[src/verilog/slew_timeout_pkg.sv]
// Constants and carrier types for the slew and timeout trigger qualifier
package slew_timeout_pkg;

	// Register word offsets on the Avalon-MM slave
	localparam logic [3:0] OFS_CTRL    = 4'h0;                   // Control bits
	localparam logic [3:0] OFS_REF     = 4'h1;                   // Reference transition time
	localparam logic [3:0] OFS_VAR     = 4'h2;                   // Variation
	localparam logic [3:0] OFS_LIMIT   = 4'h3;                   // Timeout limit
	localparam logic [3:0] OFS_PULSE   = 4'h4;                   // Pulse width
	localparam logic [3:0] OFS_STATUS  = 4'h5;                   // Status flags, last measurement reads at 4'h6
	localparam int         ADDR_W      = 4;                      // Word address width

	// Control register field positions
	localparam int CTL_SLOPE_LO  = 0;                            // Slope select, 2 bits
	localparam int CTL_CMP_LO    = 2;                            // Comparison select, 2 bits
	localparam int CTL_TYPE      = 4;                            // 0 slew, 1 timeout
	localparam int CTL_STAYHI    = 5;                            // Timeout range stays high
	localparam int CTL_ACT_EN    = 6;                            // Global actions enable
	localparam int CTL_PULSE_EN  = 7;                            // Pulse action enable
	localparam int CTL_SOUND_EN  = 8;                            // Sound action enable
	localparam int CTL_POL       = 9;                            // Pulse polarity, 1 active high
	localparam int CTL_AUX_LO    = 10;                           // Aux output select, 2 bits
	localparam logic [31:0] CTRL_RESET = 32'h0000_0200;          // Reset value of control

	// Timing
	localparam int  CLK_HZ        = 100_000_000;                 // Sample clock rate
	localparam int  BEEP_GAP_S    = 1;                           // Least beep spacing, seconds
	localparam int  BEEP_GAP_CYC  = BEEP_GAP_S * CLK_HZ;         // Beep spacing in cycles

	// Edge direction selection
	typedef enum logic [1:0] {
		SLOPE_RISE = 2'b00,                                      // Rising only
		SLOPE_FALL = 2'b01,                                      // Falling only
		SLOPE_BOTH = 2'b10                                       // Both
	} slope_type;

	// Comparison relation
	typedef enum logic [1:0] {
		CMP_GT = 2'b00,                                          // Longer than reference
		CMP_LT = 2'b01,                                          // Shorter than reference
		CMP_EQ = 2'b10,                                          // Inside window
		CMP_NE = 2'b11                                           // Outside window
	} cmp_type;

	// Aux output source
	typedef enum logic [1:0] {
		AUX_TRIG = 2'b00,                                        // Trigger out
		AUX_LOW  = 2'b01,                                        // Static low
		AUX_HIGH = 2'b10,                                        // Static high
		AUX_RSVD = 2'b11                                         // Static low
	} aux_type;

	// Comparator results from the channel front end
	typedef struct packed {
		logic above_upper;                                       // Above upper level
		logic above_lower;                                       // Above lower level, with hysteresis
	} comp_type;

endpackage

[src/verilog/slew_timeout_trigger.sv]
// Slew-rate and timeout trigger qualifier with trigger actions and Avalon-MM registers
// What this block does
// - Slope select: rising, falling or both
// - Timing runs from start to stop crossing
// - Greater mode triggers above reference
// - Lower mode triggers below reference
// - Equal mode triggers inside reference window
// - Not-equal mode triggers outside window
// - Reference and variation registers set limits
// - Upper crossing starts fall, stops rise
// - Lower crossing starts rise, stops fall
// - Lower level equals channel threshold comparator
// - Timeout fires without crossing for limit
// - Timeout ranges stays high, stays low
// - Time limit register sets timeout
// - Channel hysteresis applies to all crossings
// - Actions fire only with global enable
// - All enabled actions fire together
// - Pulse on aux output, never stalls
// - Pulse enable coupled to aux select on every control write; the reset value leaves aux on trigger with pulse off
// - Pulse width and polarity programmable
// - Beep requests at least 1 s apart
`timescale 1ns/1ps
`default_nettype none

module slew_timeout_trigger #(
	parameter int TW           = 32,                                       // Timer width
	parameter int BEEP_GAP_CYC = slew_timeout_pkg::BEEP_GAP_CYC            // Beep spacing
) (
	input  wire logic                                  CLK,                // Sample clock
	input  wire logic                                  RST_B,              // Async reset, low
	input  wire logic                                  CE,                 // Clock enable
	input  wire slew_timeout_pkg::comp_type            COMP,               // Comparator results
	input  wire logic [slew_timeout_pkg::ADDR_W-1:0]   AVS_ADDRESS,        // Word address
	input  wire logic                                  AVS_READ,           // Read strobe
	input  wire logic                                  AVS_WRITE,          // Write strobe
	input  wire logic [31:0]                           AVS_WRITEDATA,      // Write data
	input  wire logic [3:0]                            AVS_BYTEENABLE,     // Byte enables
	output logic [31:0]                                AVS_READDATA,       // Read data
	output logic                                       AVS_WAITREQUEST,    // Wait request
	output logic                                       AUX_OUT,            // Aux output pin
	output logic                                       BEEP_REQ,           // Beep request pulse
	output logic                                       TRIG_EVENT          // Trigger event pulse
);

	////////////////////////////////////////////////////////////////////////////////
	// Helper functions

	// Saturating increment of a timer
	function automatic logic [TW-1:0] sat_inc(input logic [TW-1:0] v);
		sat_inc = (&v) ? v : v + {{(TW-1){1'b0}}, 1'b1};
	endfunction

	// Byte-lane merge of a write into a register
	function automatic logic [31:0] merge(input logic [31:0] old, input logic [31:0] wd,
			input logic [3:0] be);
		for (int i = 0; i < 4; i++) begin
			merge[i*8 +: 8] = be[i] ? wd[i*8 +: 8] : old[i*8 +: 8];
		end
	endfunction

	////////////////////////////////////////////////////////////////////////////////
	// Registers and bus decode

	logic [31:0]   ctrl_r;                   // Control
	logic [TW-1:0] ref_r;                    // Reference time
	logic [TW-1:0] var_r;                    // Variation
	logic [TW-1:0] limit_r;                  // Timeout limit
	logic [TW-1:0] pwidth_r;                 // Pulse width
	logic [TW-1:0] meas_last_r;              // Last measured time
	logic          ack_r;                    // Access answered this cycle

	wire req_w   = (AVS_READ | AVS_WRITE) & ~ack_r;                        // New access
	wire wr_w    = AVS_WRITE & ack_r & CE;                                 // Write lands with answer
	wire wr_ctrl = wr_w & (AVS_ADDRESS == slew_timeout_pkg::OFS_CTRL);     // Control write
	wire wr_ref  = wr_w & (AVS_ADDRESS == slew_timeout_pkg::OFS_REF);      // Reference write
	wire wr_var  = wr_w & (AVS_ADDRESS == slew_timeout_pkg::OFS_VAR);      // Variation write
	wire wr_lim  = wr_w & (AVS_ADDRESS == slew_timeout_pkg::OFS_LIMIT);    // Limit write
	wire wr_pw   = wr_w & (AVS_ADDRESS == slew_timeout_pkg::OFS_PULSE);    // Width write

	// Control write with pulse enable and aux select coupled
	wire [31:0] ctrl_m = merge(ctrl_r, AVS_WRITEDATA, AVS_BYTEENABLE);
	wire        pen_chg = ctrl_m[slew_timeout_pkg::CTL_PULSE_EN] !=
			ctrl_r[slew_timeout_pkg::CTL_PULSE_EN];                        // Pulse enable changed
	wire [1:0]  aux_m = ctrl_m[slew_timeout_pkg::CTL_AUX_LO +: 2];         // Written aux select
	wire [1:0]  aux_new = (pen_chg && ctrl_m[slew_timeout_pkg::CTL_PULSE_EN]) ?
			2'(slew_timeout_pkg::AUX_TRIG) : aux_m;
	wire        pen_new = (aux_new == 2'(slew_timeout_pkg::AUX_TRIG));
	wire [31:0] ctrl_nxt = {ctrl_m[31:12], aux_new, ctrl_m[9:8], pen_new, ctrl_m[6:0]};

	// Field views
	wire [1:0] slope   = ctrl_r[slew_timeout_pkg::CTL_SLOPE_LO +: 2];
	wire [1:0] cmp     = ctrl_r[slew_timeout_pkg::CTL_CMP_LO +: 2];        // Comparison
	wire       to_mode = ctrl_r[slew_timeout_pkg::CTL_TYPE];               // Timeout selected
	wire       stay_hi = ctrl_r[slew_timeout_pkg::CTL_STAYHI];
	wire       act_en  = ctrl_r[slew_timeout_pkg::CTL_ACT_EN];             // Global enable
	wire       pul_en  = ctrl_r[slew_timeout_pkg::CTL_PULSE_EN];           // Pulse enable
	wire       snd_en  = ctrl_r[slew_timeout_pkg::CTL_SOUND_EN];           // Sound enable
	wire       pol     = ctrl_r[slew_timeout_pkg::CTL_POL];
	wire [1:0] aux_sel = ctrl_r[slew_timeout_pkg::CTL_AUX_LO +: 2];        // Aux select

	// Status word: sticky trigger seen and measurement running
	logic       meas_run_r;                  // Measurement running
	logic       trig_seen_r;                 // Sticky trigger seen
	wire [31:0] status_w = {30'h0, trig_seen_r, meas_run_r};

	// Read mux, unmapped reads return zero
	logic [31:0] rd_mux;
	always_comb begin
		case (AVS_ADDRESS)
			slew_timeout_pkg::OFS_CTRL:   rd_mux = ctrl_r;
			slew_timeout_pkg::OFS_REF:    rd_mux = 32'(ref_r);
			slew_timeout_pkg::OFS_VAR:    rd_mux = 32'(var_r);
			slew_timeout_pkg::OFS_LIMIT:  rd_mux = 32'(limit_r);
			slew_timeout_pkg::OFS_PULSE:  rd_mux = 32'(pwidth_r);
			slew_timeout_pkg::OFS_STATUS: rd_mux = status_w;
			4'h6:                         rd_mux = 32'(meas_last_r);
			default:                      rd_mux = 32'h0;
		endcase
	end

	// Bus answer one cycle after the request is seen
	always_ff @(posedge CLK or negedge RST_B) begin
		if (!RST_B) begin
			ack_r           <= 1'b0;
			AVS_WAITREQUEST <= 1'b1;
			AVS_READDATA    <= 32'h0;
		end else if (CE) begin
			ack_r           <= req_w;
			AVS_WAITREQUEST <= ~req_w;
			AVS_READDATA    <= (req_w & AVS_READ) ? rd_mux : 32'h0;
		end
	end

	// Configuration registers
	always_ff @(posedge CLK or negedge RST_B) begin
		if (!RST_B) begin
			ctrl_r   <= slew_timeout_pkg::CTRL_RESET;
			ref_r    <= '0;
			var_r    <= '0;
			limit_r  <= '0;
			pwidth_r <= {{(TW-1){1'b0}}, 1'b1};
		end else begin
			if (wr_ctrl) ctrl_r <= ctrl_nxt;
			if (wr_ref) ref_r <= TW'(merge(32'(ref_r), AVS_WRITEDATA, AVS_BYTEENABLE));
			if (wr_var) var_r <= TW'(merge(32'(var_r), AVS_WRITEDATA, AVS_BYTEENABLE));
			if (wr_lim) limit_r <= TW'(merge(32'(limit_r), AVS_WRITEDATA, AVS_BYTEENABLE));
			if (wr_pw) pwidth_r <= TW'(merge(32'(pwidth_r), AVS_WRITEDATA, AVS_BYTEENABLE));
		end
	end

	////////////////////////////////////////////////////////////////////////////////
	// Crossing detection

	// Comparators already carry channel hysteresis, lower one is the channel threshold
	logic hi_d_r;                            // Upper comparator, last cycle
	logic lo_d_r;                            // Lower comparator, last cycle
	wire  up_rise = COMP.above_upper & ~hi_d_r;     // Upward through upper
	wire  up_fall = ~COMP.above_upper & hi_d_r;     // Downward through upper
	wire  lo_rise = COMP.above_lower & ~lo_d_r;     // Upward through lower
	wire  lo_fall = ~COMP.above_lower & lo_d_r;     // Downward through lower

	wire rise_ok = (slope != 2'(slew_timeout_pkg::SLOPE_FALL));
	wire fall_ok = (slope != 2'(slew_timeout_pkg::SLOPE_RISE));

	////////////////////////////////////////////////////////////////////////////////
	// Transition-time measurement

	typedef enum logic [1:0] {
		M_IDLE = 2'b00,                      // Waiting for a start crossing
		M_RISE = 2'b01,                      // Timing a rising edge
		M_FALL = 2'b10                       // Timing a falling edge
	} meas_type;

	meas_type      mst_r;                    // Measurement state
	meas_type      mst_nxt;                  // Next state
	logic [TW-1:0] mcnt_r;                   // Transition timer
	logic          done;                     // Stop crossing reached

	// Measurement state machine
	always_comb begin
		mst_nxt = mst_r;
		done    = 1'b0;
		case (mst_r)
			M_IDLE: begin
				if (lo_rise && rise_ok) mst_nxt = M_RISE;
				else if (up_fall && fall_ok) mst_nxt = M_FALL;
			end
			M_RISE: begin
				if (up_rise) begin
					done    = 1'b1;
					mst_nxt = M_IDLE;
				end else if (lo_fall) mst_nxt = M_IDLE;
			end
			M_FALL: begin
				if (lo_fall) begin
					done    = 1'b1;
					mst_nxt = M_IDLE;
				end else if (up_rise) mst_nxt = M_IDLE;
			end
			default: mst_nxt = M_IDLE;
		endcase
	end

	// Measured time including the stop cycle
	wire [TW-1:0] meas = sat_inc(mcnt_r);

	// Window limits, saturating at both ends
	wire [TW:0]   hi_sum = {1'b0, ref_r} + {1'b0, var_r};
	wire [TW-1:0] win_hi = hi_sum[TW] ? {TW{1'b1}} : hi_sum[TW-1:0];
	wire [TW-1:0] win_lo = (var_r > ref_r) ? '0 : ref_r - var_r;
	wire          in_win = (meas >= win_lo) && (meas <= win_hi);

	// Relation check of a finished measurement
	logic cmp_hit;
	always_comb begin
		case (cmp)
			2'(slew_timeout_pkg::CMP_GT): cmp_hit = meas > ref_r;
			2'(slew_timeout_pkg::CMP_LT): cmp_hit = meas < ref_r;
			2'(slew_timeout_pkg::CMP_EQ): cmp_hit = in_win;
			default:                      cmp_hit = ~in_win;
		endcase
	end
	wire slew_trig = ~to_mode & done & cmp_hit;

	////////////////////////////////////////////////////////////////////////////////
	// Timeout detector

	logic [TW-1:0] tcnt_r;                   // Time on the selected side
	logic          to_fired_r;               // Fired once for this stay
	wire  side_ok  = stay_hi ? COMP.above_lower : ~COMP.above_lower;
	wire  crossing = lo_rise | lo_fall;
	wire  to_trig  = to_mode & side_ok & ~crossing & ~to_fired_r &
			(sat_inc(tcnt_r) >= limit_r);

	////////////////////////////////////////////////////////////////////////////////
	// Detector state

	// Crossing history, timers and measurement state
	always_ff @(posedge CLK or negedge RST_B) begin
		if (!RST_B) begin
			hi_d_r      <= 1'b0;
			lo_d_r      <= 1'b0;
			mst_r       <= M_IDLE;
			mcnt_r      <= '0;
			meas_last_r <= '0;
			tcnt_r      <= '0;
			to_fired_r  <= 1'b0;
		end else if (CE) begin
			hi_d_r <= COMP.above_upper;
			lo_d_r <= COMP.above_lower;
			mst_r  <= mst_nxt;
			mcnt_r <= (mst_r == M_IDLE) ? '0 : sat_inc(mcnt_r);
			if (done) meas_last_r <= meas;
			tcnt_r     <= (side_ok & ~crossing) ? sat_inc(tcnt_r) : '0;
			to_fired_r <= (side_ok & ~crossing) ? (to_fired_r | to_trig) : 1'b0;
		end
	end

	////////////////////////////////////////////////////////////////////////////////
	// Trigger actions

	wire           trig     = slew_trig | to_trig;
	wire           fire     = trig & act_en;
	logic [TW-1:0] pcnt_r;                   // Pulse cycles left
	logic [31:0]   bgap_r;                   // Beep hold-off count
	wire           beep_ok  = (bgap_r == 32'h0);
	wire           pulse_on = (pcnt_r != '0);
	wire           aux_lvl  = (aux_sel == 2'(slew_timeout_pkg::AUX_HIGH));

	// Pulse, beep and event outputs; nothing here holds back the detectors
	always_ff @(posedge CLK or negedge RST_B) begin
		if (!RST_B) begin
			pcnt_r      <= '0;
			bgap_r      <= 32'h0;
			AUX_OUT     <= 1'b0;
			BEEP_REQ    <= 1'b0;
			TRIG_EVENT  <= 1'b0;
			meas_run_r  <= 1'b0;
			trig_seen_r <= 1'b0;
		end else if (CE) begin
			// Fire cycle is the first pulse cycle, so the count holds the rest
			if (fire && pul_en) pcnt_r <= (pwidth_r == '0) ? '0 : pwidth_r - TW'(1);
			else if (pulse_on) pcnt_r <= pcnt_r - TW'(1);
			if (fire && snd_en && beep_ok) bgap_r <= 32'(BEEP_GAP_CYC - 1);
			else if (!beep_ok) bgap_r <= bgap_r - 32'h1;
			BEEP_REQ   <= fire & snd_en & beep_ok;
			AUX_OUT    <= pul_en ? ((pulse_on | (fire & (pwidth_r != '0))) ~^ pol) : aux_lvl;
			TRIG_EVENT <= trig;
			meas_run_r <= (mst_nxt != M_IDLE);
			trig_seen_r <= trig | (trig_seen_r & ~(wr_w &&
					(AVS_ADDRESS == slew_timeout_pkg::OFS_STATUS) && AVS_WRITEDATA[1]));
		end
	end

endmodule

`default_nettype wire

[config.mk]
export PLATFORM = sky130hd
export DESIGN_NAME = slew_timeout_trigger
export DESIGN_NICKNAME = d
export VERILOG_FILES = /design/src/verilog/slew_timeout_pkg.sv /design/src/verilog/slew_timeout_trigger.sv
export SDC_FILE = /design/constraint.sdc
export NUM_CORES = 1
export LEC_CHECK = 0
export BUFFER_PORTS_ARGS = -buffer_cell sky130_fd_sc_hd__buf_2
export CORE_UTILIZATION = 60
export DETAILED_ROUTE_END_ITERATION = 10
export HOLD_SLACK_MARGIN = 0.12
export PLACE_DENSITY = 0.83
export SYNTH_ARGS = -nofsm -noshare
export SYNTH_HDL_FRONTEND = slang
export SYNTH_SLANG_ARGS = --single-unit
[constraint.sdc]
create_clock -name CLK -period 18.2 [get_ports CLK]
set_input_delay 3.64 -clock CLK [delete_from_list [all_inputs] [get_ports CLK]]
set_output_delay 3.64 -clock CLK [all_outputs]
set_load 0.02 [all_outputs]
==> impl_metrics.csv <==
group,metric,value,unit
yosys,async_reset_ff_share,100,%
die,core,40700,µm²
hold_path,hp-class,"reg -> reg",
timing,finClkSkew,18.0,ps
timing,slew_viol_final,0,
run,cap_violations,0,
grt,grt_first_pass_wirelength,120000,µm
hold_path,min_delay_path_depth,1,
worst_setup_path,critPathLaunchType,"flip-flop",
worst_setup_path,crit_end,"pcnt_r[23]$_DFFE_PN0P_",
clock_tree,worstSkewPairLatency,570,ps
yosys,syn_inst,2653,
detailed_routing,vias,21563,
timing,period_share,44.0,%
place,place_hpwl,57800,µm
worst_setup_path,cp_max_fo,67,
yosys,yosys_warnings,0,
yosys,synthFlopType,"dfrtp_1",
clock_tree,cts_htree_levels,2,
worst_setup_path,crit_start,"ref_r[0]$_DFFE_PN0P_",
pwr,switchingPower,0.897,mW
detailed_routing,drcViolationCount,0,
yosys,yosys_register_bits,364,
worst_setup_path,end_kind,"flip-flop",
clock_tree,tritoncts,"yes",
finish,layout.nets,2941,
detailed_routing,first_pass_iters,6,
yosys,ys_types,89,
worst_setup_path,critPathMaxStageDelay,580,ps
die,top_level_ports,83,
grt,grt_pass1_vias,21100,
pwr,irDropWorstVdd,0.0709,mV
timing,slew_headroom,28.7,%
clock_tree,clkTransAtPathRegs,70,ps
timing,hold_viol,0,
grt,grt_max_degree,171,
yosys,synth.largest_area_cell,"dfrtp_1",
clock_tree,cts_inserted_buffers,39,
die,num_rows,74,
timing,worst_pin_slew,1060,ps
pwr,cell_internal_pwr,1.70,mW
clock_tree,post_cts_buffers,0,
outcome,status,"complete, no violations",
grt,gr-total-overflow,0,
clock_tree,clock_sinks,364,
detailed_routing,postRouteAntennaNets,0,
worst_setup_path,cp.required,18650,ps
yosys,synth_area,24700,µm²
timing,setup_tns,0,ps
worst_setup_path,timing.rr.start,"ref_r[0]$_DFFE_PN0P_",
timing,fmax,0.125,GHz
yosys,ys_seq_area_share,36.8,%
timing,setup_violations,0,
worst_setup_path,worstReg2RegEnd,"pcnt_r[23]$_DFFE_PN0P_",
grt,antenna_found_initial,2,
pwr,swShare,34.5,%
clock_tree,root_buffer,"clkbuf_16",
place,place.gp.congestion,1.01,
timing,min_period,8010,ps
worst_setup_path,crit_arrival,8460,ps
pwr,power_frac_seq,37.7,%
pwr,p_comb_share,28.4,%
die,die_y,205,µm
die,initial_core_util,60.7,%
worst_setup_path,critical_path.top_delay_family,"compound AO/OA/AOI/OAI gates",
yosys,netlist.area_leader.share,36.5,%
worst_setup_path,cp_num_cells,25,
yosys,yosys-top-cells-area,"dfrtp_1, ha_1, mux2_2, nand2_1, inv_1",
finish,final_layout_size_suffix_gt1_share,14.4,%
pwr,p_per_area,96.3,nW/µm²
pwr,p_leak,12.8,nW
clock_tree,cts_resized,0,
worst_setup_path,critPathKind,"reg -> reg",
yosys,synth_edf_count,0,
yosys,avgSynthCellArea,9.33,µm²
worst_setup_path,worst_r2r_path_depth,25,
die,die_x,205,µm
detailed_routing,drt_iter0_drc,2236,
worst_setup_path,rrSetupSlack,10190,ps
timing,rsz0062_at_grt,"no",
yosys,synth.net_count,2905,
detailed_routing,finalWirelength,77600,µm
detailed_routing,wl_per_cell,23.9,µm
die,die-area,42100,µm²
pwr,power,2.60,mW
clock_tree,postCtsHoldBufs,0,
detailed_routing,vias_per_cell,6.64,
clock_tree,cts_buffer_depth,3,
finish,area_delta_synth_final,9.07,%
place,io_buffers,82,
pwr,clkPwrFrac,33.9,%
worst_setup_path,slowest_stage,"mux2i_2",
worst_setup_path,worst-path-buf-inv,3,
grt,grtUsageTotal,37.0,%
-- Yosys cell counts, drive strengths merged, types with 26 or more instances --
| cell | number |
|---|---|
| xor2 | 63 |
| nor2 | 159 |
| inv | 195 |
| a221oi | 37 |
| or3 | 38 |
| nand2 | 255 |
| nand4 | 39 |
| o31ai | 37 |
| o2bb2ai | 64 |
| mux2 | 176 |
| a21oi | 126 |
| nor3 | 65 |
| mux2i | 26 |
| ha | 203 |
| clkbuf | 86 |
| xnor2 | 76 |
| nor4 | 38 |
| nand3 | 72 |
| o21ai | 131 |
| a21o | 35 |
| a22oi | 50 |
| dfrtp | 361 |
| and3 | 31 |
-- power by group through the flow --
stage	Clock [mW]	Combinational (mW)	Sequential, mW
global placement	0	0.701	0.981
finish	0.881	0.739	0.979
detailed placement	0	0.721	0.989
floorplan	0	0.520	0.958
global route	0.919	0.812	0.989
CTS	0.888	0.727	0.975
-- worst min-delay path by stage --
stage	slack [ps]	endpoint	start
6_report	460	bgap_r[26]$_DFFE_PN0P_	bgap_r[26]$_DFFE_PN0P_
5_1_grt	490	bgap_r[4]$_DFFE_PN0P_	bgap_r[4]$_DFFE_PN0P_
4_1_cts	470	bgap_r[26]$_DFFE_PN0P_	bgap_r[26]$_DFFE_PN0P_
3_5_place_dp	450	bgap_r[26]$_DFFE_PN0P_	bgap_r[26]$_DFFE_PN0P_
3_3_place_gp	450	bgap_r[26]$_DFFE_PN0P_	bgap_r[26]$_DFFE_PN0P_
2_1_floorplan	430	bgap_r[26]$_DFFE_PN0P_	bgap_r[26]$_DFFE_PN0P_
-- cell type report --
class,instances,area (µm²)
antenna,1,2.50
clock buffer,50,1120
clock inverter,16,274
fill,3211,13800
inverter,195,733
multi-input combinational,1983,14500
sequential,364,9110
tap,532,666
timing repair buffer,106,613
-- through the flow --
stage	util [%]	worst slack (ps)	instance area, µm²	hold slack [ps]	instances
after floorplan	-	12100	24700	434	2653
after global placement	62.8	10560	25600	450	3180
after detailed placement	62.8	10390	25600	453	3180
after CTS	66.2	10330	27000	465	3246
after global routing	66.2	9740	27000	485	3247
final	66.2	10190	27000	462	3247
-- cells in the final DEF (no fill, tap or decap), drive strengths merged, types with 21 or more instances in the layout --
master | Yosys | layout
dfrtp | 361 | 361
nand2 | 255 | 255
ha | 203 | 203
inv | 195 | 195
mux2 | 176 | 176
nor2 | 159 | 159
o21ai | 131 | 131
a21oi | 126 | 126
buf | 25 | 106
xnor2 | 76 | 76
nand3 | 72 | 72
nor3 | 65 | 65
o2bb2ai | 64 | 64
xor2 | 63 | 63
a22oi | 50 | 50
clkbuf | 86 | 50
nand4 | 39 | 39
or3 | 38 | 38
nor4 | 38 | 38
a221oi | 37 | 37
o31ai | 37 | 37
a21o | 35 | 35
and3 | 31 | 31
mux2i | 26 | 26
o221ai | 25 | 25
o211ai | 23 | 23
nand2b | 22 | 22
or4 | 21 | 21
-- registers in the layout (all words and copies together) (netlist names), 2 cells and up --
signal        flops
AVS_READDATA     32
bgap_r           32
ctrl_r           32
limit_r          32
mcnt_r           32
meas_last_r      32
pcnt_r           32
pwidth_r         32
ref_r            32
tcnt_r           32
var_r            32
mst_r             2
-- logic make-up (layout without fill, tap and decap cells) --
family,after synthesis,in the layout,synth area share [%]
buf+inv,306,367,4.90
flops,364,364,36.8
xor+xnor,139,139,4.92
mux,202,202,9.08
other cells,0,1,0
compound gates,633,633,17.6
fa+ha+maj,205,205,10.4
simple gates,804,804,16.2
-- per-layer routing --
| metal | vias to the layer above | share of wire [%] | wire length [µm] | GRT usage [%] |
|---|---|---|---|---|
| li1 | 9759 | - | - | - |
| met1 | 10658 | 41 | 31600 | 47.3 |
| met2 | 932 | 46 | 35900 | 60.1 |
| met3 | 214 | 7.3 | 5660 | 5.76 |
| met4 | 0 | 5.8 | 4490 | 20.5 |
| met5 | - | 0 | 0 | 0 |
Power figures use the tool's default switching activity.
